File: config.mk
export PLATFORM = sky130hd
export DESIGN_NAME = ecx_cfg_extras
export DESIGN_NICKNAME = d
export VERILOG_FILES = /design/src/rtl/ecx_frame_timer.v /design/src/rtl/ecx_cfg_extras.v
export VERILOG_INCLUDE_DIRS = /design/src /design/src/inc
export SDC_FILE = /design/constraint.sdc
export NUM_CORES = 1
export LEC_CHECK = 0
export ABC_AREA = 1
export BUFFER_PORTS_ARGS = -buffer_cell sky130_fd_sc_hd__buf_2
export CAP_MARGIN = 20
export CORE_UTILIZATION = 32
export DETAILED_ROUTE_END_ITERATION = 12
export SYNTH_ARGS = -nofsm -noshare
export SYNTH_HDL_FRONTEND = slang
export SYNTH_SLANG_ARGS = --single-unit
File: constraint.sdc
create_clock -name mclk_i -period 3.2 [get_ports mclk_i]
set_input_delay 0.64 -clock mclk_i [delete_from_list [all_inputs] [get_ports mclk_i]]
set_output_delay 0.64 -clock mclk_i [all_outputs]
set_load 0.02 [all_outputs]
File: src/inc/ecx_consts.vh
// Contract
// - Release number register reads fixed 20h; writes do not change it.
// - Frame adjust field is bits 5..0, read/write, resets to 32.
// - Microframe period is 59488 plus sixteen times the adjust value.
// - A newly written adjust value sets the start-of-frame counter period.
// - Port wake mask is 16-bit read/write, resets to 0007h, not acted on.
// - Wake mask bits 15..1 each stand for one downstream port.
// - Wake mask contents never alter any controller operation.
// - Power capability structure at pointer 34h with fixed member offsets; only the dword at DCh is decoded, later members answer no hit.
// - Capability identifier byte reads 01h and is read-only.
// - Only one capability list entry carries the power identifier.
// - Capabilities pointer reads DCh.
// - Next-item pointer reads 00h, ending the capability list.
`ifndef ECX_CONSTS_VH
`define ECX_CONSTS_VH
`define ECX_OFF_CAP_PTR     8'h34
`define ECX_OFF_RELEASE     8'h60
`define ECX_OFF_FRAME_ADJ   8'h61
`define ECX_OFF_WAKE_LO     8'h62
`define ECX_OFF_WAKE_HI     8'h63
`define ECX_CAP_BASE        8'hDC
`define ECX_PM_ID_OFS       8'h00
`define ECX_PM_NEXT_OFS     8'h01
`define ECX_PM_CAP_OFS      8'h02
`define ECX_PM_CSR_OFS      8'h04
`define ECX_PM_BSE_OFS      8'h06
`define ECX_PM_DATA_OFS     8'h07
`define ECX_RELEASE_VAL     8'h20
`define ECX_FRAME_ADJ_RST   6'h20
`define ECX_FRAME_ADJ_MSB   5
`define ECX_WAKE_RST        16'h0007
`define ECX_PM_ID_VAL       8'h01
`define ECX_NEXT_PTR_VAL    8'h00
`define ECX_FRAME_BASE      16'hE860
`define ECX_FRAME_STEP_SH   4
`endif

File: src/rtl/ecx_frame_timer.v
`timescale 1ns/10ps
`include "ecx_consts.vh"
// Microframe timer; counts one step per tick of the high-speed bit-time enable
module ecx_frame_timer
(
  input  wire        mclk_i,
  input  wire        sys_rst_i,
  input  wire        bit_tick_i,
  input  wire [5:0]  frame_adj_i,
  output wire [15:0] period_o,
  output reg         sof_o
);
  reg  [15:0] count;
  assign period_o = `ECX_FRAME_BASE + {6'h00, frame_adj_i, 4'h0};
  always @(posedge mclk_i)
  begin
    if (sys_rst_i)
    begin
      count <= 16'h0000;
      sof_o <= 1'b0;
    end
    else
    begin
      sof_o <= 1'b0;
      if (bit_tick_i)
      begin
        if (count >= period_o - 16'h0001)
        begin
          count <= 16'h0000;
          sof_o <= 1'b1;
        end
        else
          count <= count + 16'h0001;
      end
    end
  end
endmodule

File: src/rtl/ecx_cfg_extras.v
`timescale 1ns/10ps
`include "ecx_consts.vh"
// EHCI-specific configuration bytes plus power capability header
module ecx_cfg_extras
(
  input  wire        mclk_i,
  input  wire        sys_rst_i,
  input  wire        cfg_rd_i,
  input  wire        cfg_wr_i,
  input  wire [7:0]  cfg_addr_i,
  input  wire [3:0]  cfg_be_i,
  input  wire [31:0] cfg_wdata_i,
  input  wire        bit_tick_i,
  output reg  [31:0] cfg_rdata_o,
  output reg         cfg_hit_o,
  output wire [5:0]  frame_adj_o,
  output wire [15:0] frame_period_o,
  output wire        sof_o
);

  // ==========================================
  // Storage and decode nets
  // ==========================================
  reg  [5:0]  frame_adj;
  reg  [15:0] wake_mask;
  reg  [31:0] next_rdata;
  reg         next_hit;
  wire        any_access;
  wire        sel_cap_ptr;
  wire        sel_ext;
  wire        sel_pm_hdr;
  wire        ext_wr;
  wire        adj_wr;
  wire        wake_lo_wr;
  wire        wake_hi_wr;
  wire [7:0]  adj_byte;
  wire [7:0]  wake_lo_byte;
  wire [7:0]  wake_hi_byte;
  wire [31:0] ext_word;
  wire [31:0] ptr_word;
  wire [31:0] hdr_word;

  // ==========================================
  // Helper functions
  // ==========================================
  // Dword compare; the two low address bits only pick a byte lane
  function dword_match;
    input [7:0] addr;
    input [7:0] base;
    begin
      dword_match = (addr[7:2] == base[7:2]);
    end
  endfunction

  // Byte enable that belongs to one byte offset
  function lane_en;
    input [3:0] be;
    input [7:0] addr;
    begin
      case (addr[1:0])
        2'b00:   lane_en = be[0];
        2'b01:   lane_en = be[1];
        2'b10:   lane_en = be[2];
        default: lane_en = be[3];
      endcase
    end
  endfunction

  // Write data byte that belongs to one byte offset
  function [7:0] lane_byte;
    input [31:0] word;
    input [7:0]  addr;
    begin
      case (addr[1:0])
        2'b00:   lane_byte = word[7:0];
        2'b01:   lane_byte = word[15:8];
        2'b10:   lane_byte = word[23:16];
        default: lane_byte = word[31:24];
      endcase
    end
  endfunction

  // ==========================================
  // Address decode
  // ==========================================
  assign any_access  = cfg_rd_i | cfg_wr_i;
  assign sel_cap_ptr = dword_match(cfg_addr_i, `ECX_OFF_CAP_PTR);
  assign sel_ext     = dword_match(cfg_addr_i, `ECX_OFF_RELEASE);
  assign sel_pm_hdr  = dword_match(cfg_addr_i, `ECX_CAP_BASE + `ECX_PM_ID_OFS);

  // ==========================================
  // Byte lane write strobes
  // ==========================================
  assign ext_wr     = cfg_wr_i & sel_ext;
  assign adj_wr     = ext_wr & lane_en(cfg_be_i, `ECX_OFF_FRAME_ADJ);
  assign wake_lo_wr = ext_wr & lane_en(cfg_be_i, `ECX_OFF_WAKE_LO);
  assign wake_hi_wr = ext_wr & lane_en(cfg_be_i, `ECX_OFF_WAKE_HI);

  // Lane bytes are picked by offset so a dword write may touch any mix of them
  assign adj_byte     = lane_byte(cfg_wdata_i, `ECX_OFF_FRAME_ADJ);
  assign wake_lo_byte = lane_byte(cfg_wdata_i, `ECX_OFF_WAKE_LO);
  assign wake_hi_byte = lane_byte(cfg_wdata_i, `ECX_OFF_WAKE_HI);

  // ==========================================
  // Frame length adjust register
  // ==========================================
  // Only bits 5..0 are stored; bits 7..6 read back as zero whatever is written
  always @(posedge mclk_i)
  begin
    if (sys_rst_i)
    begin
      frame_adj <= `ECX_FRAME_ADJ_RST;
    end
    else if (adj_wr)
    begin
      frame_adj <= adj_byte[`ECX_FRAME_ADJ_MSB:0];
    end
  end

  // ==========================================
  // Port wake mask register
  // ==========================================
  // wake mask storage
  always @(posedge mclk_i)
  begin
    if (sys_rst_i)
    begin
      wake_mask <= `ECX_WAKE_RST;
    end
    else
    begin
      if (wake_lo_wr)
        wake_mask[7:0] <= wake_lo_byte;
      if (wake_hi_wr)
        wake_mask[15:8] <= wake_hi_byte;
    end
  end

  // ==========================================
  // Read words
  // ==========================================
  // Fixed fields come straight from constants so no flop can corrupt them
  // fixed release byte
  assign ext_word = {wake_mask, 2'b00, frame_adj, `ECX_RELEASE_VAL};
  assign ptr_word = {24'h00_0000, `ECX_CAP_BASE};
  assign hdr_word = {16'h0000, `ECX_NEXT_PTR_VAL, `ECX_PM_ID_VAL};

  // ==========================================
  // Read decode
  // ==========================================
  // Words past the header are left unmapped, so they answer no hit
  // single power entry
  always @*
  begin
    next_rdata = 32'h0000_0000;
    next_hit   = 1'b0;
    if (sel_cap_ptr)
    begin
      next_rdata = ptr_word;
      next_hit   = 1'b1;
    end
    else if (sel_ext)
    begin
      next_rdata = ext_word;
      next_hit   = 1'b1;
    end
    else if (sel_pm_hdr)
    begin
      next_rdata = hdr_word;
      next_hit   = 1'b1;
    end
  end

  // ==========================================
  // Registered answer
  // ==========================================
  // Read data falls back to zero between reads so a stale word never lingers
  always @(posedge mclk_i)
  begin
    if (sys_rst_i)
    begin
      cfg_rdata_o <= 32'h0000_0000;
      cfg_hit_o   <= 1'b0;
    end
    else
    begin
      cfg_rdata_o <= cfg_rd_i ? next_rdata : 32'h0000_0000;
      cfg_hit_o   <= any_access & next_hit;
    end
  end

  assign frame_adj_o = frame_adj;

  // ==========================================
  // Microframe timer
  // ==========================================
  // live adjust drives timer
  // wake mask not routed here
  // The timer sees a new adjust at once; a frame in progress ends on the new length
  ecx_frame_timer u_timer
  (
    .mclk_i      (mclk_i),
    .sys_rst_i   (sys_rst_i),
    .bit_tick_i  (bit_tick_i),
    .frame_adj_i (frame_adj),
    .period_o    (frame_period_o),
    .sof_o       (sof_o)
  );
endmodule

[Yosys cells after proc, flatten, opt, wreduce, memory -nomap -nowiden]
Cells that the tools add are included.
Storage, ports and cells
  register bits: 72
  bits of input ports: 49
  output and inout port bits: 56
  word-level logic and storage cells: 36
Cells by class
  $add $sub $neg: 3
  order comparisons: 1
  equal/unequal tests: 3
  mux-type cells: 8
  bitwise operators: 8
  reductions and logical operators: 4
Operator list (number)
  $mux 32: 1
  $add 16x1->16 const B: 1
  $ge 16x16->1: 1
  $mux 16: 1
  $sub 16x1->16 const B: 1
  $add 14x11->15 const A: 1
  $mux 8: 1
  $eq 6x4->1 const B: 1
  $eq 6x5->1 const B: 1
  $eq 6x6->1 const B: 1
  $and 1x1->1: 5
  $mux 1: 5
  $reduce_or 2->1: 2
  $reduce_or 4->1: 1
  $reduce_or 3->1: 1
  $not 1->1: 2
  $or 1x1->1: 1

[Logic depth before layout (Yosys ltp)]
Gate-level depths: netlist (run 1).
  word-level depth: 5
  gate-level depth with buffers: 17
  gate-level depth less buffers: 16

[Hierarchy]
From an unflattened synthesis (run 1), not the netlist that was laid out.
Second synthesis, totals
  cell total of the unflattened synthesis: 418
  area, all modules: 3130.5 um^2
Modules (own cells, without submodules)
  ecx_cfg_extras: times used 1, cells each 225, area an instance 1813.0 um^2, sequential area each 960.9 um^2
  ecx_frame_timer: times used 1, cells each 193, area an instance 1317.5 um^2, sequential area each 340.3 um^2

[Least setup slack after synthesis (run 1)]
OpenSTA, ideal clock, no wires.
  path kind: reg-to-reg
  from: register frame_adj[1], in the netlist frame_adj_o[1]
  to: register u_timer.count[2]
  setup time: 0.117 ns
  arrival time: 2.837 ns
  data required time: 3.083 ns
  path slack: 0.246 ns
  stages on the path, launching flop included: 18
  buffers on the path: 1
  period minus slack after synthesis: 2.954 ns
  cells stage by stage: dfxtp_1 inv_1 ha_1 xnor2_1 nor2_1 nand3_1 nand2_1 nand2_1 inv_1 ha_1 nand3_1 nor3_1 nand2_1 nand2_1 nand2_1 nand2_2 buf_6 nor2_1
Between the ends
  longest elaborated chain between the ends: 4
Ends and longest elaborated chain
  start, declared: line ecx_cfg_extras.v:24  | reg [5:0] frame_adj;
  start signal, assigned: line ecx_cfg_extras.v:112  | frame_adj <= `ECX_FRAME_ADJ_RST;
  start signal, assigned: line ecx_cfg_extras.v:116  | frame_adj <= adj_byte[`ECX_FRAME_ADJ_MSB:0];
  $add 14x11->15 (no line)
  net frame_period_o[5]: line ecx_cfg_extras.v:17  | output wire [15:0] frame_period_o,
  $sub 16x1->16: line ecx_frame_timer.v:27  | if (count >= period_o - 16'h0001)
  $ge 16x16->1: line ecx_frame_timer.v:27
  $mux 16: line ecx_frame_timer.v:27
  end signal, assigned: line ecx_frame_timer.v:33  | count <= count + 16'h0001;
  end, declared: line ecx_frame_timer.v:13  | reg [15:0] count;
The timed path passes the listed nets, and every way through them passes these cells.
A chain may end at the register's enable or synchronous reset.

[Worst setup path in the final report (run 1)]
  from: register frame_adj[1], in the netlist frame_adj_o[1]
  to: register u_timer.count[5]
Between the ends
  longest elaborated chain between the ends: 4
Ends and longest elaborated chain (line)
  $add 14x11->15 (no line)
  $sub 16x1->16: ecx_frame_timer.v:27
  $ge 16x16->1: ecx_frame_timer.v:27
  $mux 16: ecx_frame_timer.v:27
No other way between the ends.

==> impl_metrics.prom, run 1 <==
# TYPE chip_impl_metric gauge
chip_impl_metric{name="comb_power_share",unit=""} 0.048
chip_impl_info{name="grt_setup_unrepaired",value="no"} 1
chip_impl_metric{name="p_leak",unit="nW"} 1.68
chip_impl_metric{name="cts_num_sinks",unit=""} 65
chip_impl_metric{name="antenna_left",unit=""} 0
chip_impl_metric{name="detailroute.via_count",unit=""} 2517
chip_impl_metric{name="yosys_warnings",unit=""} 0
chip_impl_metric{name="placement.setup.worst_slack",unit="ps"} 471
chip_impl_metric{name="portBuffers",unit=""} 79
chip_impl_metric{name="initial_core_util",unit=""} 0.335
chip_impl_metric{name="finish.instance_area",unit="mm^2"} 0.00347
chip_impl_info{name="critPathCapture",value="u_timer.count[5]$_SDFFE_PP0P_"} 1
chip_impl_metric{name="cts-hold-fix-buffers",unit=""} 0
chip_impl_metric{name="grt_remaining_overflow",unit=""} 0
chip_impl_metric{name="number_of_enable_flip_flop_cells_after_synthesis",unit=""} 0
chip_impl_metric{name="core.rowCount",unit=""} 34
chip_impl_metric{name="internal_power",unit="mW"} 1.11
chip_impl_metric{name="number_of_max_cap_violations",unit=""} 0
chip_impl_info{name="crit_path_start",value="frame_adj_o[1]$_SDFFE_PP0P_"} 1
chip_impl_metric{name="drcViolationCount",unit=""} 1
chip_impl_metric{name="insertion_delay",unit="ps"} 330
chip_impl_metric{name="post_cts.repair.setup_buffers",unit=""} 0
chip_impl_metric{name="die_w",unit="um"} 98.0
chip_impl_metric{name="grt_first_pass_wirelength",unit="um"} 10400
chip_impl_metric{name="drt_first_pass_iters",unit=""} 8
chip_impl_metric{name="power_density",unit="mW/mm^2"} 416
chip_impl_metric{name="worstPathRequired",unit="ps"} 3460
chip_impl_metric{name="sequentialPowerShare",unit=""} 0.564
chip_impl_metric{name="io-pin-count",unit=""} 105
chip_impl_metric{name="max_clock_freq",unit="MHz"} 369
chip_impl_metric{name="viasPerCell",unit=""} 4.40
chip_impl_info{name="cts-root-buf",value="sky130_fd_sc_hd__clkbuf_8"} 1
chip_impl_metric{name="finalClockSkew",unit="ps"} 3.74
chip_impl_metric{name="post-layout-total-power",unit="mW"} 1.45
chip_impl_metric{name="final.min_clock_period",unit="ps"} 2710
chip_impl_metric{name="gp_congestion",unit=""} 0.755
chip_impl_info{name="tritoncts",value="done"} 1
chip_impl_metric{name="core_region_area",unit="mm^2"} 0.00881
chip_impl_metric{name="worst_endpoint_data_arrival_time",unit="ps"} 2970
chip_impl_metric{name="yosys_register_bits",unit=""} 65
chip_impl_metric{name="power_switching",unit="mW"} 0.332
chip_impl_metric{name="final-hold-violation-count",unit=""} 0
chip_impl_metric{name="path_clk_slew",unit="ps"} 70
chip_impl_metric{name="distinct_cell_type_count_after_synthesis",unit=""} 31
chip_impl_metric{name="drive_gt1_frac",unit=""} 0.224
chip_impl_metric{name="grt_antenna_before_repair",unit=""} 0
chip_impl_metric{name="syn_area_cell",unit="um^2"} 7.65
chip_impl_metric{name="power.share.clock",unit=""} 0.387
chip_impl_metric{name="timing.reg2reg.worst_path_depth",unit=""} 14
chip_impl_info{name="r2r-end",value="u_timer.count[5]$_SDFFE_PP0P_"} 1
chip_impl_metric{name="first_iter_violations",unit=""} 77
chip_impl_metric{name="mappedNetlistArea",unit="mm^2"} 0.00295
chip_impl_metric{name="number_of_failing_setup_endpoints_in_the_final_timing_report",unit=""} 0
chip_impl_metric{name="syn-instance-count",unit=""} 386
chip_impl_metric{name="dpl.hpwl",unit="um"} 4630
chip_impl_metric{name="dieHeight",unit="um"} 98.0
chip_impl_metric{name="worst_ir_drop_vdd",unit="V"} 0.000270
chip_impl_metric{name="grt.total_usage",unit=""} 0.134
chip_impl_metric{name="grt_pass1_vias",unit=""} 2345
chip_impl_metric{name="setup_tns",unit="ps"} 0
chip_impl_info{name="worst_r2r_startpoint",value="frame_adj_o[1]$_SDFFE_PP0P_"} 1
chip_impl_info{name="violations",value="DRC"} 1
chip_impl_metric{name="drt-total-wl",unit="um"} 6140
chip_impl_info{name="path_cells",value="inv_1 -> ha_1 -> nand3b_1 -> xor2_1 -> inv_1 -> nor3_1 -> ha_1 -> nand3_1 -> nor2_1 -> a21oi_1 -> nand2_1 -> nand2_1 -> nand2_2 -> nor2_1"} 1
chip_impl_metric{name="final_core_utilization",unit=""} 0.394
chip_impl_metric{name="fin_ws",unit="ps"} 487
chip_impl_metric{name="syn2layout_area_growth",unit="%"} 17.6
chip_impl_metric{name="worstSetupPathDepth",unit=""} 14
chip_impl_metric{name="dieArea",unit="mm^2"} 0.00961
chip_impl_info{name="synth_flop_cell",value="sky130_fd_sc_hd__dfxtp_1"} 1
chip_impl_info{name="criticalPathCategory",value="register to register"} 1
chip_impl_metric{name="cts_buffer_depth",unit=""} 2
chip_impl_metric{name="async_reset_ff_frac",unit=""} 0
chip_impl_metric{name="routedWlPerCell",unit="um"} 10.7
chip_impl_metric{name="htreeDepth",unit=""} 3
chip_impl_metric{name="critical_path.max_stage_delay",unit="ps"} 450
chip_impl_metric{name="hold-path-cell-count",unit=""} 2
chip_impl_info{name="crit_family",value="simple AND/OR/NAND/NOR gates"} 1
chip_impl_info{name="nature_of_the_critical_path_endpoint",value="register"} 1
chip_impl_metric{name="grt_start_max_net_pins",unit=""} 23
chip_impl_metric{name="ys_seq_area_frac",unit=""} 0.441
chip_impl_metric{name="switching_share",unit=""} 0.230
chip_impl_info{name="critPathLaunchType",value="register"} 1
chip_impl_info{name="run_status",value="complete, but fails checks"} 1
chip_impl_metric{name="finish.net_count",unit=""} 521
chip_impl_metric{name="detailed_place.area",unit="mm^2"} 0.00332
chip_impl_metric{name="r2r_slack",unit="ps"} 490
chip_impl_metric{name="number_of_buffer_and_inverter_instances_along_the_worst_setup_path",unit=""} 2
chip_impl_metric{name="drv_slew",unit=""} 0
chip_impl_metric{name="cts_inserted_buffers",unit=""} 9
chip_impl_metric{name="worst-path-max-fanout",unit=""} 16
chip_impl_metric{name="min_period_over_period",unit=""} 0.848
chip_impl_info{name="timing.hold.worst.class",value="register to register"} 1
chip_impl_metric{name="cts_repair_resize_count",unit=""} 0
chip_impl_metric{name="num_antenna_cells",unit=""} 0
chip_impl_info{name="critical-path-slowest-cell",value="sky130_fd_sc_hd__dfxtp_1"} 1
-- worst register-to-register path, delay by kind of cell (launching register included) --
kind	cells	cell delay, ps
AOI/OAI and AO/OA	1	120
adders and majority gates	2	520
buffers and inverters	2	240
and+or+nand+nor	8	1090
xor gates and xnor gates	1	240
DFF	1	450
-- Yosys cell counts (2+ instances only) --
cell	number	area (um^2)
sky130_fd_sc_hd__nor2_4	3	33.8
sky130_fd_sc_hd__nand3_1	32	160
sky130_fd_sc_hd__nand4_1	4	25.0
sky130_fd_sc_hd__o21ai_0	2	10.0
sky130_fd_sc_hd__buf_2	2	10.0
sky130_fd_sc_hd__a21oi_1	16	80.1
sky130_fd_sc_hd__dfxtp_1	65	1300
sky130_fd_sc_hd__inv_2	4	15.0
sky130_fd_sc_hd__buf_6	3	33.8
sky130_fd_sc_hd__buf_4	18	135
sky130_fd_sc_hd__xnor2_1	5	43.8
sky130_fd_sc_hd__inv_1	47	176
sky130_fd_sc_hd__conb_1	2	7.51
sky130_fd_sc_hd__xor2_1	11	96.3
sky130_fd_sc_hd__nor2_1	68	255
sky130_fd_sc_hd__nor3_1	5	25.0
sky130_fd_sc_hd__clkbuf_1	3	11.3
sky130_fd_sc_hd__nand2_1	71	267
sky130_fd_sc_hd__ha_1	13	163
-- cell usage in the layout (no fill, tap or decap), types with 2 or more instances in the layout --
master and n:
sky130_fd_sc_hd__nand4_1 4, sky130_fd_sc_hd__nor2_4 3, sky130_fd_sc_hd__xnor2_1 5, sky130_fd_sc_hd__ha_1 13, sky130_fd_sc_hd__nand2_1 71, sky130_fd_sc_hd__clkbuf_1 3
sky130_fd_sc_hd__conb_1 12, sky130_fd_sc_hd__nor3_1 5, sky130_fd_sc_hd__inv_2 4, sky130_fd_sc_hd__xor2_1 11, sky130_fd_sc_hd__o21ai_0 2, sky130_fd_sc_hd__clkinv_2 4
sky130_fd_sc_hd__dfxtp_1 65, sky130_fd_sc_hd__nor2_1 68, sky130_fd_sc_hd__clkbuf_8 9, sky130_fd_sc_hd__a21oi_1 16, sky130_fd_sc_hd__buf_2 79, sky130_fd_sc_hd__inv_1 47
sky130_fd_sc_hd__nand3_1 32
-- cells by family after synthesis --
kind of cell,Yosys count,synth area share
simple gates,188,0.274
buf+inv,78,0.134
flops,65,0.441
compound gates,23,0.0424
xor+xnor,16,0.0475
fa+ha+maj,13,0.0551
other cells,2,0.00254
mux,1,0.00339
-- metrics by stage --
stage,hold WS (ps),instances
after global routing,448,572
after floorplan,408,396
after CTS,428,572
after detailed placement,421,556
after global placement,414,556
final,424,572
-- layer usage --
layer  vias to the layer above  part of all wire  wire, um  global-route usage
met4                         0             0.022       138              0.0618
met3                        12             0.060       369              0.0329
met5                         -                 0         0                   0
li1                       1317                 -         -                   -
met2                        73              0.46      2800               0.222
met1                      1115              0.46      2830               0.163
-- flip-flops by register name, summed over array words and instances (netlist names) --
signal	flops
frame_adj_o	6
u_timer.sof_o	1
cfg_hit_o	1
wake_mask	16
cfg_rdata_o	25
u_timer.count	16
-- layout make-up --
class / instances / area, um^2
fill: 928 / 5340
sequential: 65 / 1300
multi-input combinational: 253 / 1290
timing repair buffer: 79 / 395
inverter: 51 / 191
clock buffer: 12 / 135
tap: 108 / 135
clock inverter: 4 / 20.0
-- worst min path at each step --
| stage | from | to | slack, ps |
|---|---|---|---|
| CTS | wake_mask[15]$_SDFFE_PP0P_ | cfg_rdata_o[31]$_SDFF_PP0_ | 430 |
| finish | wake_mask[15]$_SDFFE_PP0P_ | cfg_rdata_o[31]$_SDFF_PP0_ | 420 |
| global placement | wake_mask[15]$_SDFFE_PP0P_ | cfg_rdata_o[31]$_SDFF_PP0_ | 410 |
| global route | wake_mask[11]$_SDFFE_PP0P_ | cfg_rdata_o[27]$_SDFF_PP0_ | 450 |
| detailed placement | wake_mask[15]$_SDFFE_PP0P_ | cfg_rdata_o[31]$_SDFF_PP0_ | 420 |
| floorplan | wake_mask[0]$_SDFFE_PP1P_ | cfg_rdata_o[16]$_SDFF_PP0_ | 410 |
-- power by group through the flow --
stage | logic (mW) | clock network [mW] | registers [mW]
final | 0.0697 | 0.560 | 0.816
after global routing | 0.0775 | 0.617 | 0.816
after detailed placement | 0.0699 | 0 | 0.834
after floorplan | 0.0527 | 0 | 0.834
after global placement | 0.0685 | 0 | 0.834
after CTS | 0.0699 | 0.580 | 0.816
No activity file was read; power rests on OpenSTA's default activity.
==> run 2: changes to the inputs <==
- clock period: 3.2 -> 2.3 ns (I/O delays scaled with it)
==> impl_metrics.prom, run 2 (synthesized netlist as in run 1, its figures left out) <==
# TYPE chip_impl_metric gauge
chip_impl_metric{name="detailroute.via_count",unit=""} 2661
chip_impl_metric{name="worst_slew_margin_rel",unit=""} 0.664
chip_impl_metric{name="timing.reg2reg.worst_path_depth",unit=""} 14
chip_impl_metric{name="worst_ir_drop_vdd",unit="V"} 0.000280
chip_impl_metric{name="cts_num_sinks",unit=""} 65
chip_impl_info{name="layout_commonest_cell",value="sky130_fd_sc_hd__buf_2"} 1
chip_impl_metric{name="core.rowCount",unit=""} 34
chip_impl_metric{name="core_region_area",unit="mm^2"} 0.00881
chip_impl_info{name="reg.largest.list",value="cfg_rdata_o: 25 flops, u_timer.count: 16 flops, wake_mask: 16 flops"} 1
chip_impl_metric{name="io-pin-count",unit=""} 105
chip_impl_metric{name="drt-total-wl",unit="um"} 6600
chip_impl_metric{name="grt_antenna_before_repair",unit=""} 0
chip_impl_metric{name="placed_insts",unit=""} 580
chip_impl_metric{name="num_antenna_cells",unit=""} 0
chip_impl_metric{name="dieArea",unit="mm^2"} 0.00961
chip_impl_info{name="tritoncts",value="done"} 1
chip_impl_info{name="highest_count_cells_in_the_layout_ignoring_fill_and_taps",value="78 x sky130_fd_sc_hd__buf_2, 68 x sky130_fd_sc_hd__nand2_1, 62 x sky130_fd_sc_hd__dfxtp_1, 57 x sky130_fd_sc_hd__nor2_1, 44 x sky130_fd_sc_hd__inv_1"} 1
chip_impl_metric{name="portBuffers",unit=""} 79
chip_impl_metric{name="die_w",unit="um"} 98.0
chip_impl_info{name="critPathLaunchType",value="register"} 1
chip_impl_metric{name="cts-hold-fix-buffers",unit=""} 0
chip_impl_metric{name="grt.met1_usage",unit=""} 0.170
chip_impl_metric{name="viasPerCell",unit=""} 4.44
chip_impl_metric{name="syn2layout_area_growth",unit="%"} 33.5
chip_impl_metric{name="gp_congestion",unit=""} 0.759
chip_impl_metric{name="p_leak",unit="nW"} 1.89
chip_impl_metric{name="worstPathRequired",unit="ps"} 2570
chip_impl_metric{name="path_clk_slew",unit="ps"} 70
chip_impl_metric{name="grt_start_max_net_pins",unit=""} 23
chip_impl_metric{name="gr-usage-met2",unit=""} 0.241
chip_impl_metric{name="cts_inserted_buffers",unit=""} 9
chip_impl_metric{name="drcViolationCount",unit=""} 4
chip_impl_metric{name="insertion_delay",unit="ps"} 330
chip_impl_metric{name="hold-path-cell-count",unit=""} 3
chip_impl_metric{name="dieHeight",unit="um"} 98.0
chip_impl_metric{name="power_density",unit="mW/mm^2"} 563
chip_impl_info{name="timing.hold.worst.class",value="input pin to register"} 1
chip_impl_metric{name="post-layout-total-power",unit="mW"} 2.22
chip_impl_metric{name="drv_slew",unit=""} 0
chip_impl_info{name="run_status",value="complete, but fails checks"} 1
chip_impl_metric{name="htreeDepth",unit=""} 3
chip_impl_info{name="nature_of_the_critical_path_endpoint",value="register"} 1
chip_impl_metric{name="grt_util_met3",unit=""} 0.0372
chip_impl_metric{name="final-hold-violation-count",unit=""} 0
chip_impl_metric{name="cts_buffer_depth",unit=""} 2
chip_impl_metric{name="dpl.hpwl",unit="um"} 4940
chip_impl_metric{name="fin_ws",unit="ps"} -110
chip_impl_metric{name="grt_first_pass_wirelength",unit="um"} 11000
chip_impl_metric{name="min_period_over_period",unit=""} 1.05
chip_impl_metric{name="finalClockSkew",unit="ps"} 4.76
chip_impl_metric{name="routedWlPerCell",unit="um"} 11.0
chip_impl_metric{name="number_of_failing_setup_endpoints_in_the_final_timing_report",unit=""} 16
chip_impl_metric{name="drt_first_pass_iters",unit=""} 8
chip_impl_metric{name="max_clock_freq",unit="MHz"} 415
chip_impl_metric{name="final-instance-count-excl-fill",unit=""} 599
chip_impl_metric{name="largest_register_ff_count",unit=""} 25
chip_impl_metric{name="drive_gt1_frac",unit=""} 0.328
chip_impl_metric{name="tightest_slew",unit="ps"} 503
chip_impl_info{name="criticalPathCategory",value="register to register"} 1
chip_impl_metric{name="finish.net_count",unit=""} 549
chip_impl_metric{name="grt_remaining_overflow",unit=""} 0
chip_impl_info{name="cts-root-buf",value="sky130_fd_sc_hd__clkbuf_8"} 1
chip_impl_metric{name="worst-path-max-fanout",unit=""} 5
chip_impl_metric{name="first_iter_violations",unit=""} 50
chip_impl_metric{name="worst_endpoint_data_arrival_time",unit="ps"} 2680
chip_impl_metric{name="final.min_clock_period",unit="ps"} 2410
chip_impl_metric{name="antenna_left",unit=""} 0
chip_impl_metric{name="initial_core_util",unit=""} 0.335
chip_impl_metric{name="number_of_max_cap_violations",unit=""} 0
chip_impl_info{name="top_register_by_number_of_flip_flops",value="cfg_rdata_o"} 1
chip_impl_info{name="violations",value="DRC, setup timing"} 1
chip_impl_metric{name="grt.total_usage",unit=""} 0.144
chip_impl_info{name="grt_most_used_layer",value="met2"} 1
chip_impl_metric{name="grt_pass1_vias",unit=""} 2512
chip_impl_info{name="grt_setup_unrepaired",value="yes"} 1
## run 2: cell types whose count changed in the layout (fill, tap and decap cells not counted), moves of 3 or more
cell / before / now
sky130_fd_sc_hd__buf_6: 0 / 3
sky130_fd_sc_hd__nor2_1: 68 / 57
sky130_fd_sc_hd__inv_1: 47 / 44
sky130_fd_sc_hd__nand2_1: 71 / 68
sky130_fd_sc_hd__dfxtp_1: 65 / 62
sky130_fd_sc_hd__nor2_4: 3 / 10
sky130_fd_sc_hd__buf_4: 0 / 24
sky130_fd_sc_hd__nor2_2: 1 / 5
## run 2: path summary, 6_finish.rpt
kind                               start                             end  slack [ps]
min reg2reg    wake_mask[1]$_SDFFE_PP1P_      cfg_rdata_o[17]$_SDFF_PP0_         430
min                      cfg_wdata_i[18]       wake_mask[2]$_SDFFE_PP1P_         340
max reg2reg  frame_adj_o[1]$_SDFFE_PP0P_  u_timer.count[15]$_SDFFE_PP0P_        -110
max          frame_adj_o[1]$_SDFFE_PP0P_  u_timer.count[15]$_SDFFE_PP0P_        -110
## run 2: power by group
group          total [mW]  internal, mW  switching (mW)  leakage [nW]
registers            1.13          1.13         0.00400         0.526
logic               0.122        0.0481          0.0743          1.26
clock network       0.964         0.551           0.413         0.102
## run 2: layout make-up
cell class	instances	area [um^2]
multi-input cells	253	1450
clock buffers	12	155
flip-flops and latches	65	1310
repair buffers	107	652
clock inverters	3	40.0
fillers	875	4870
well taps	108	135
inverters	51	196
## run 2: critical path, cell delays in order, from the launching register on
cell                       delay, ps
sky130_fd_sc_hd__dfxtp_4         390
sky130_fd_sc_hd__inv_6            40
sky130_fd_sc_hd__ha_4            160
sky130_fd_sc_hd__nand3b_1        190
sky130_fd_sc_hd__xor2_2          210
sky130_fd_sc_hd__inv_2            80
sky130_fd_sc_hd__xor2_1          160
sky130_fd_sc_hd__ha_1            290
sky130_fd_sc_hd__a21o_1          170
sky130_fd_sc_hd__a21oi_2         150
sky130_fd_sc_hd__nand2_2          90
sky130_fd_sc_hd__nand2_4          90
sky130_fd_sc_hd__nand2_8          80
sky130_fd_sc_hd__buf_16          180
sky130_fd_sc_hd__nor2_1           70
## run 2: what timing repair did
action,CTS,global route
buffers inserted,2,1
setup endpoints to repair,16,18
gates cloned,1,0
pin swaps,4,10
gates resized for setup,7,26
## run 2: through the flow
step	worst slack (ps)	hold slack [ps]	setup TNS, ps	area [um^2]	utilization
global route	-244	316	-3840	3940	0.447
finish	-110	337	-1520	3940	0.447
floorplan	-43.1	408	-430	3050	-
detailed placement	-126	421	-1720	3570	0.405
global placement	-94.0	414	-1440	3570	0.405
CTS	-105	318	-1510	3820	0.434
## run 2: metal layers
metal,vias up,part of all wire
met4,0,0.025
met2,74,0.47
met5,-,0
li1,1367,-
met3,13,0.058
met1,1207,0.45
==> run 3: changes to the inputs <==
- CORE_MARGIN: unset -> 5
- clock period: 2.3 -> 3.1 ns (I/O delays scaled with it)
==> impl_metrics.prom, run 3 (synthesized netlist as in run 1, its figures left out) <==
# TYPE chip_impl_metric gauge
chip_impl_info{name="run_status",value="complete, no violations"} 1
chip_impl_metric{name="finish.instance_area",unit="mm^2"} 0.00354
chip_impl_metric{name="ff_latch_area",unit="mm^2"} 0.00130
chip_impl_info{name="layout_commonest_cell",value="sky130_fd_sc_hd__buf_2"} 1
chip_impl_metric{name="io-pin-count",unit=""} 105
chip_impl_metric{name="grt_start_max_net_pins",unit=""} 23
chip_impl_metric{name="antenna_left",unit=""} 0
chip_impl_metric{name="core.rowCount",unit=""} 35
chip_impl_info{name="timing.hold.worst.class",value="register to register"} 1
chip_impl_metric{name="cts_inserted_buffers",unit=""} 9
chip_impl_metric{name="cts-hold-fix-buffers",unit=""} 0
chip_impl_metric{name="grt_pass1_vias",unit=""} 2417
chip_impl_metric{name="finalClockSkew",unit="ps"} 6.52
chip_impl_metric{name="grt_antenna_before_repair",unit=""} 0
chip_impl_metric{name="syn2layout_area_growth",unit="%"} 19.8
chip_impl_metric{name="largest_register_ff_count",unit=""} 25
chip_impl_metric{name="multiInputGateArea",unit="mm^2"} 0.00130
chip_impl_info{name="reg.largest.list",value="cfg_rdata_o: 25 flops, u_timer.count: 16 flops, wake_mask: 16 flops"} 1
chip_impl_metric{name="drive_gt1_frac",unit=""} 0.232
chip_impl_info{name="highest_count_cells_in_the_layout_ignoring_fill_and_taps",value="79 x sky130_fd_sc_hd__buf_2, 71 x sky130_fd_sc_hd__nand2_1, 68 x sky130_fd_sc_hd__nor2_1, 65 x sky130_fd_sc_hd__dfxtp_1, 47 x sky130_fd_sc_hd__inv_1"} 1
chip_impl_metric{name="final.min_clock_period",unit="ps"} 2690
chip_impl_metric{name="grt_first_pass_wirelength",unit="um"} 10900
chip_impl_metric{name="final.fill_count",unit=""} 951
chip_impl_metric{name="dieArea",unit="mm^2"} 0.0112
chip_impl_metric{name="number_of_max_cap_violations",unit=""} 0
chip_impl_metric{name="min_period_over_period",unit=""} 0.867
chip_impl_metric{name="grt.total_usage",unit=""} 0.123
chip_impl_metric{name="core_region_area",unit="mm^2"} 0.00911
chip_impl_metric{name="worstPathRequired",unit="ps"} 3320
chip_impl_metric{name="finish.net_count",unit=""} 523
chip_impl_metric{name="final-hold-violation-count",unit=""} 0
chip_impl_info{name="cts-root-buf",value="sky130_fd_sc_hd__clkbuf_8"} 1
chip_impl_metric{name="power_density",unit="mW/mm^2"} 457
chip_impl_info{name="critPathLaunchType",value="register"} 1
chip_impl_metric{name="num_antenna_cells",unit=""} 0
chip_impl_metric{name="grt_remaining_overflow",unit=""} 0
chip_impl_metric{name="path_clk_slew",unit="ps"} 70
chip_impl_metric{name="portBuffers",unit=""} 79
chip_impl_metric{name="detailed_place.area",unit="mm^2"} 0.00333
chip_impl_info{name="critical-path-slowest-cell",value="sky130_fd_sc_hd__dfxtp_1"} 1
chip_impl_metric{name="p_leak",unit="nW"} 1.70
chip_impl_metric{name="dpl.hpwl",unit="um"} 5020
chip_impl_info{name="criticalPathCategory",value="register to register"} 1
chip_impl_metric{name="cts_num_sinks",unit=""} 65
chip_impl_metric{name="first_iter_violations",unit=""} 97
chip_impl_metric{name="cts_buffer_depth",unit=""} 2
chip_impl_metric{name="drt_first_pass_iters",unit=""} 4
chip_impl_info{name="top_register_by_number_of_flip_flops",value="cfg_rdata_o"} 1
chip_impl_metric{name="initial_core_util",unit=""} 0.324
chip_impl_info{name="nature_of_the_critical_path_endpoint",value="register"} 1
chip_impl_metric{name="post_cts.repair.setup_buffers",unit=""} 0
chip_impl_metric{name="die_w",unit="um"} 106
chip_impl_metric{name="insertion_delay",unit="ps"} 330
chip_impl_metric{name="worst_endpoint_data_arrival_time",unit="ps"} 2910
chip_impl_metric{name="drt-total-wl",unit="um"} 6530
chip_impl_metric{name="detailroute.via_count",unit=""} 2513
chip_impl_info{name="tritoncts",value="done"} 1
chip_impl_metric{name="drcViolationCount",unit=""} 0
chip_impl_metric{name="htreeDepth",unit=""} 3
chip_impl_info{name="path_cells",value="inv_1 -> ha_1 -> nand3b_1 -> xor2_1 -> inv_1 -> xor2_1 -> ha_1 -> nand2_1 -> nor3_1 -> nand2_1 -> nand2_1 -> nand2_1 -> nand2_4 -> nor2_1"} 1
chip_impl_info{name="critical-path-top-cell-by-count",value="sky130_fd_sc_hd__nand2_1"} 1
chip_impl_metric{name="worst-path-max-fanout",unit=""} 16
chip_impl_metric{name="critical_path.max_stage_delay",unit="ps"} 440
chip_impl_metric{name="gp_congestion",unit=""} 0.777
chip_impl_metric{name="worst_ir_drop_vdd",unit="V"} 0.000190
chip_impl_metric{name="number_of_failing_setup_endpoints_in_the_final_timing_report",unit=""} 0
chip_impl_metric{name="cts_repair_resize_count",unit=""} 0
chip_impl_metric{name="dieHeight",unit="um"} 106
chip_impl_metric{name="max_clock_freq",unit="MHz"} 372
chip_impl_metric{name="drv_slew",unit=""} 0
chip_impl_info{name="grt_setup_unrepaired",value="no"} 1
chip_impl_metric{name="viasPerCell",unit=""} 4.36
chip_impl_metric{name="routedWlPerCell",unit="um"} 11.3
chip_impl_metric{name="setup_tns",unit="ps"} 0
## run 3: cell count changes in the layout (fill, tap and decap cells not counted), sizes merged
cell,change
buf,-26
clkinvlp,+2
clkbuf,-1
## run 3: area by class of cell
type	instances	area share
flip-flops and latches	65	0.368
multi-input cells	253	0.367
repair buffers	81	0.116
inverters	51	0.0541
clock buffers	11	0.0400
well taps	111	0.0393
clock inverters	5	0.0156
## run 3: path summary, 6_finish.rpt
path                                from                              to  slack [ps]  cells after the start
min reg2reg   wake_mask[10]$_SDFFE_PP0P_      cfg_rdata_o[26]$_SDFF_PP0_         420                      2
max          frame_adj_o[1]$_SDFFE_PP0P_  u_timer.count[10]$_SDFFE_PP0P_         410                     14
min           wake_mask[10]$_SDFFE_PP0P_      cfg_rdata_o[26]$_SDFF_PP0_         420                      2
max reg2reg  frame_adj_o[1]$_SDFFE_PP0P_  u_timer.count[10]$_SDFFE_PP0P_         410                     14
## run 3: per-layer routing
metal  part of all wire  track usage  vias up  wire, um
met2               0.46        0.193       60      2990
li1                   -            -     1314         -
met4              0.020       0.0509        0       132
met1               0.44        0.142     1128      2860
met3              0.085       0.0595       11       556
met5                  0            0        -         0
## run 3: per-stage QoR
stage | hold WS [ps] | worst slack (ps) | power (mW) | utilization | std cells
2_1_floorplan | 408 | 146 | 0.916 | - | 396
3_3_place_gp | 415 | 443 | 0.932 | 0.366 | 561
3_5_place_dp | 418 | 348 | 0.934 | 0.366 | 561
4_1_cts | 430 | 318 | 1.64 | 0.388 | 577
5_1_grt | 457 | 79.4 | 1.68 | 0.388 | 577
6_report | 425 | 413 | 1.61 | 0.388 | 577
## run 3: where the power goes
| part | total [mW] | switching, mW | internal [mW] |
|---|---|---|---|
| Combinational | 0.0731 | 0.0480 | 0.0251 |
| Clock | 0.699 | 0.309 | 0.390 |
| Sequential | 0.842 | 0.00311 | 0.839 |
| Total | 1.61 | 0.360 | 1.25 |
## run 3: critical path, delay by kind of cell (launching register included)
kind,cells,cell delay (ps)
flip-flops,1,440
buffers and inverters,2,240
adder cells (fa/ha/maj),2,540
AND/OR/NAND/NOR,8,950
XOR/XNOR,2,420
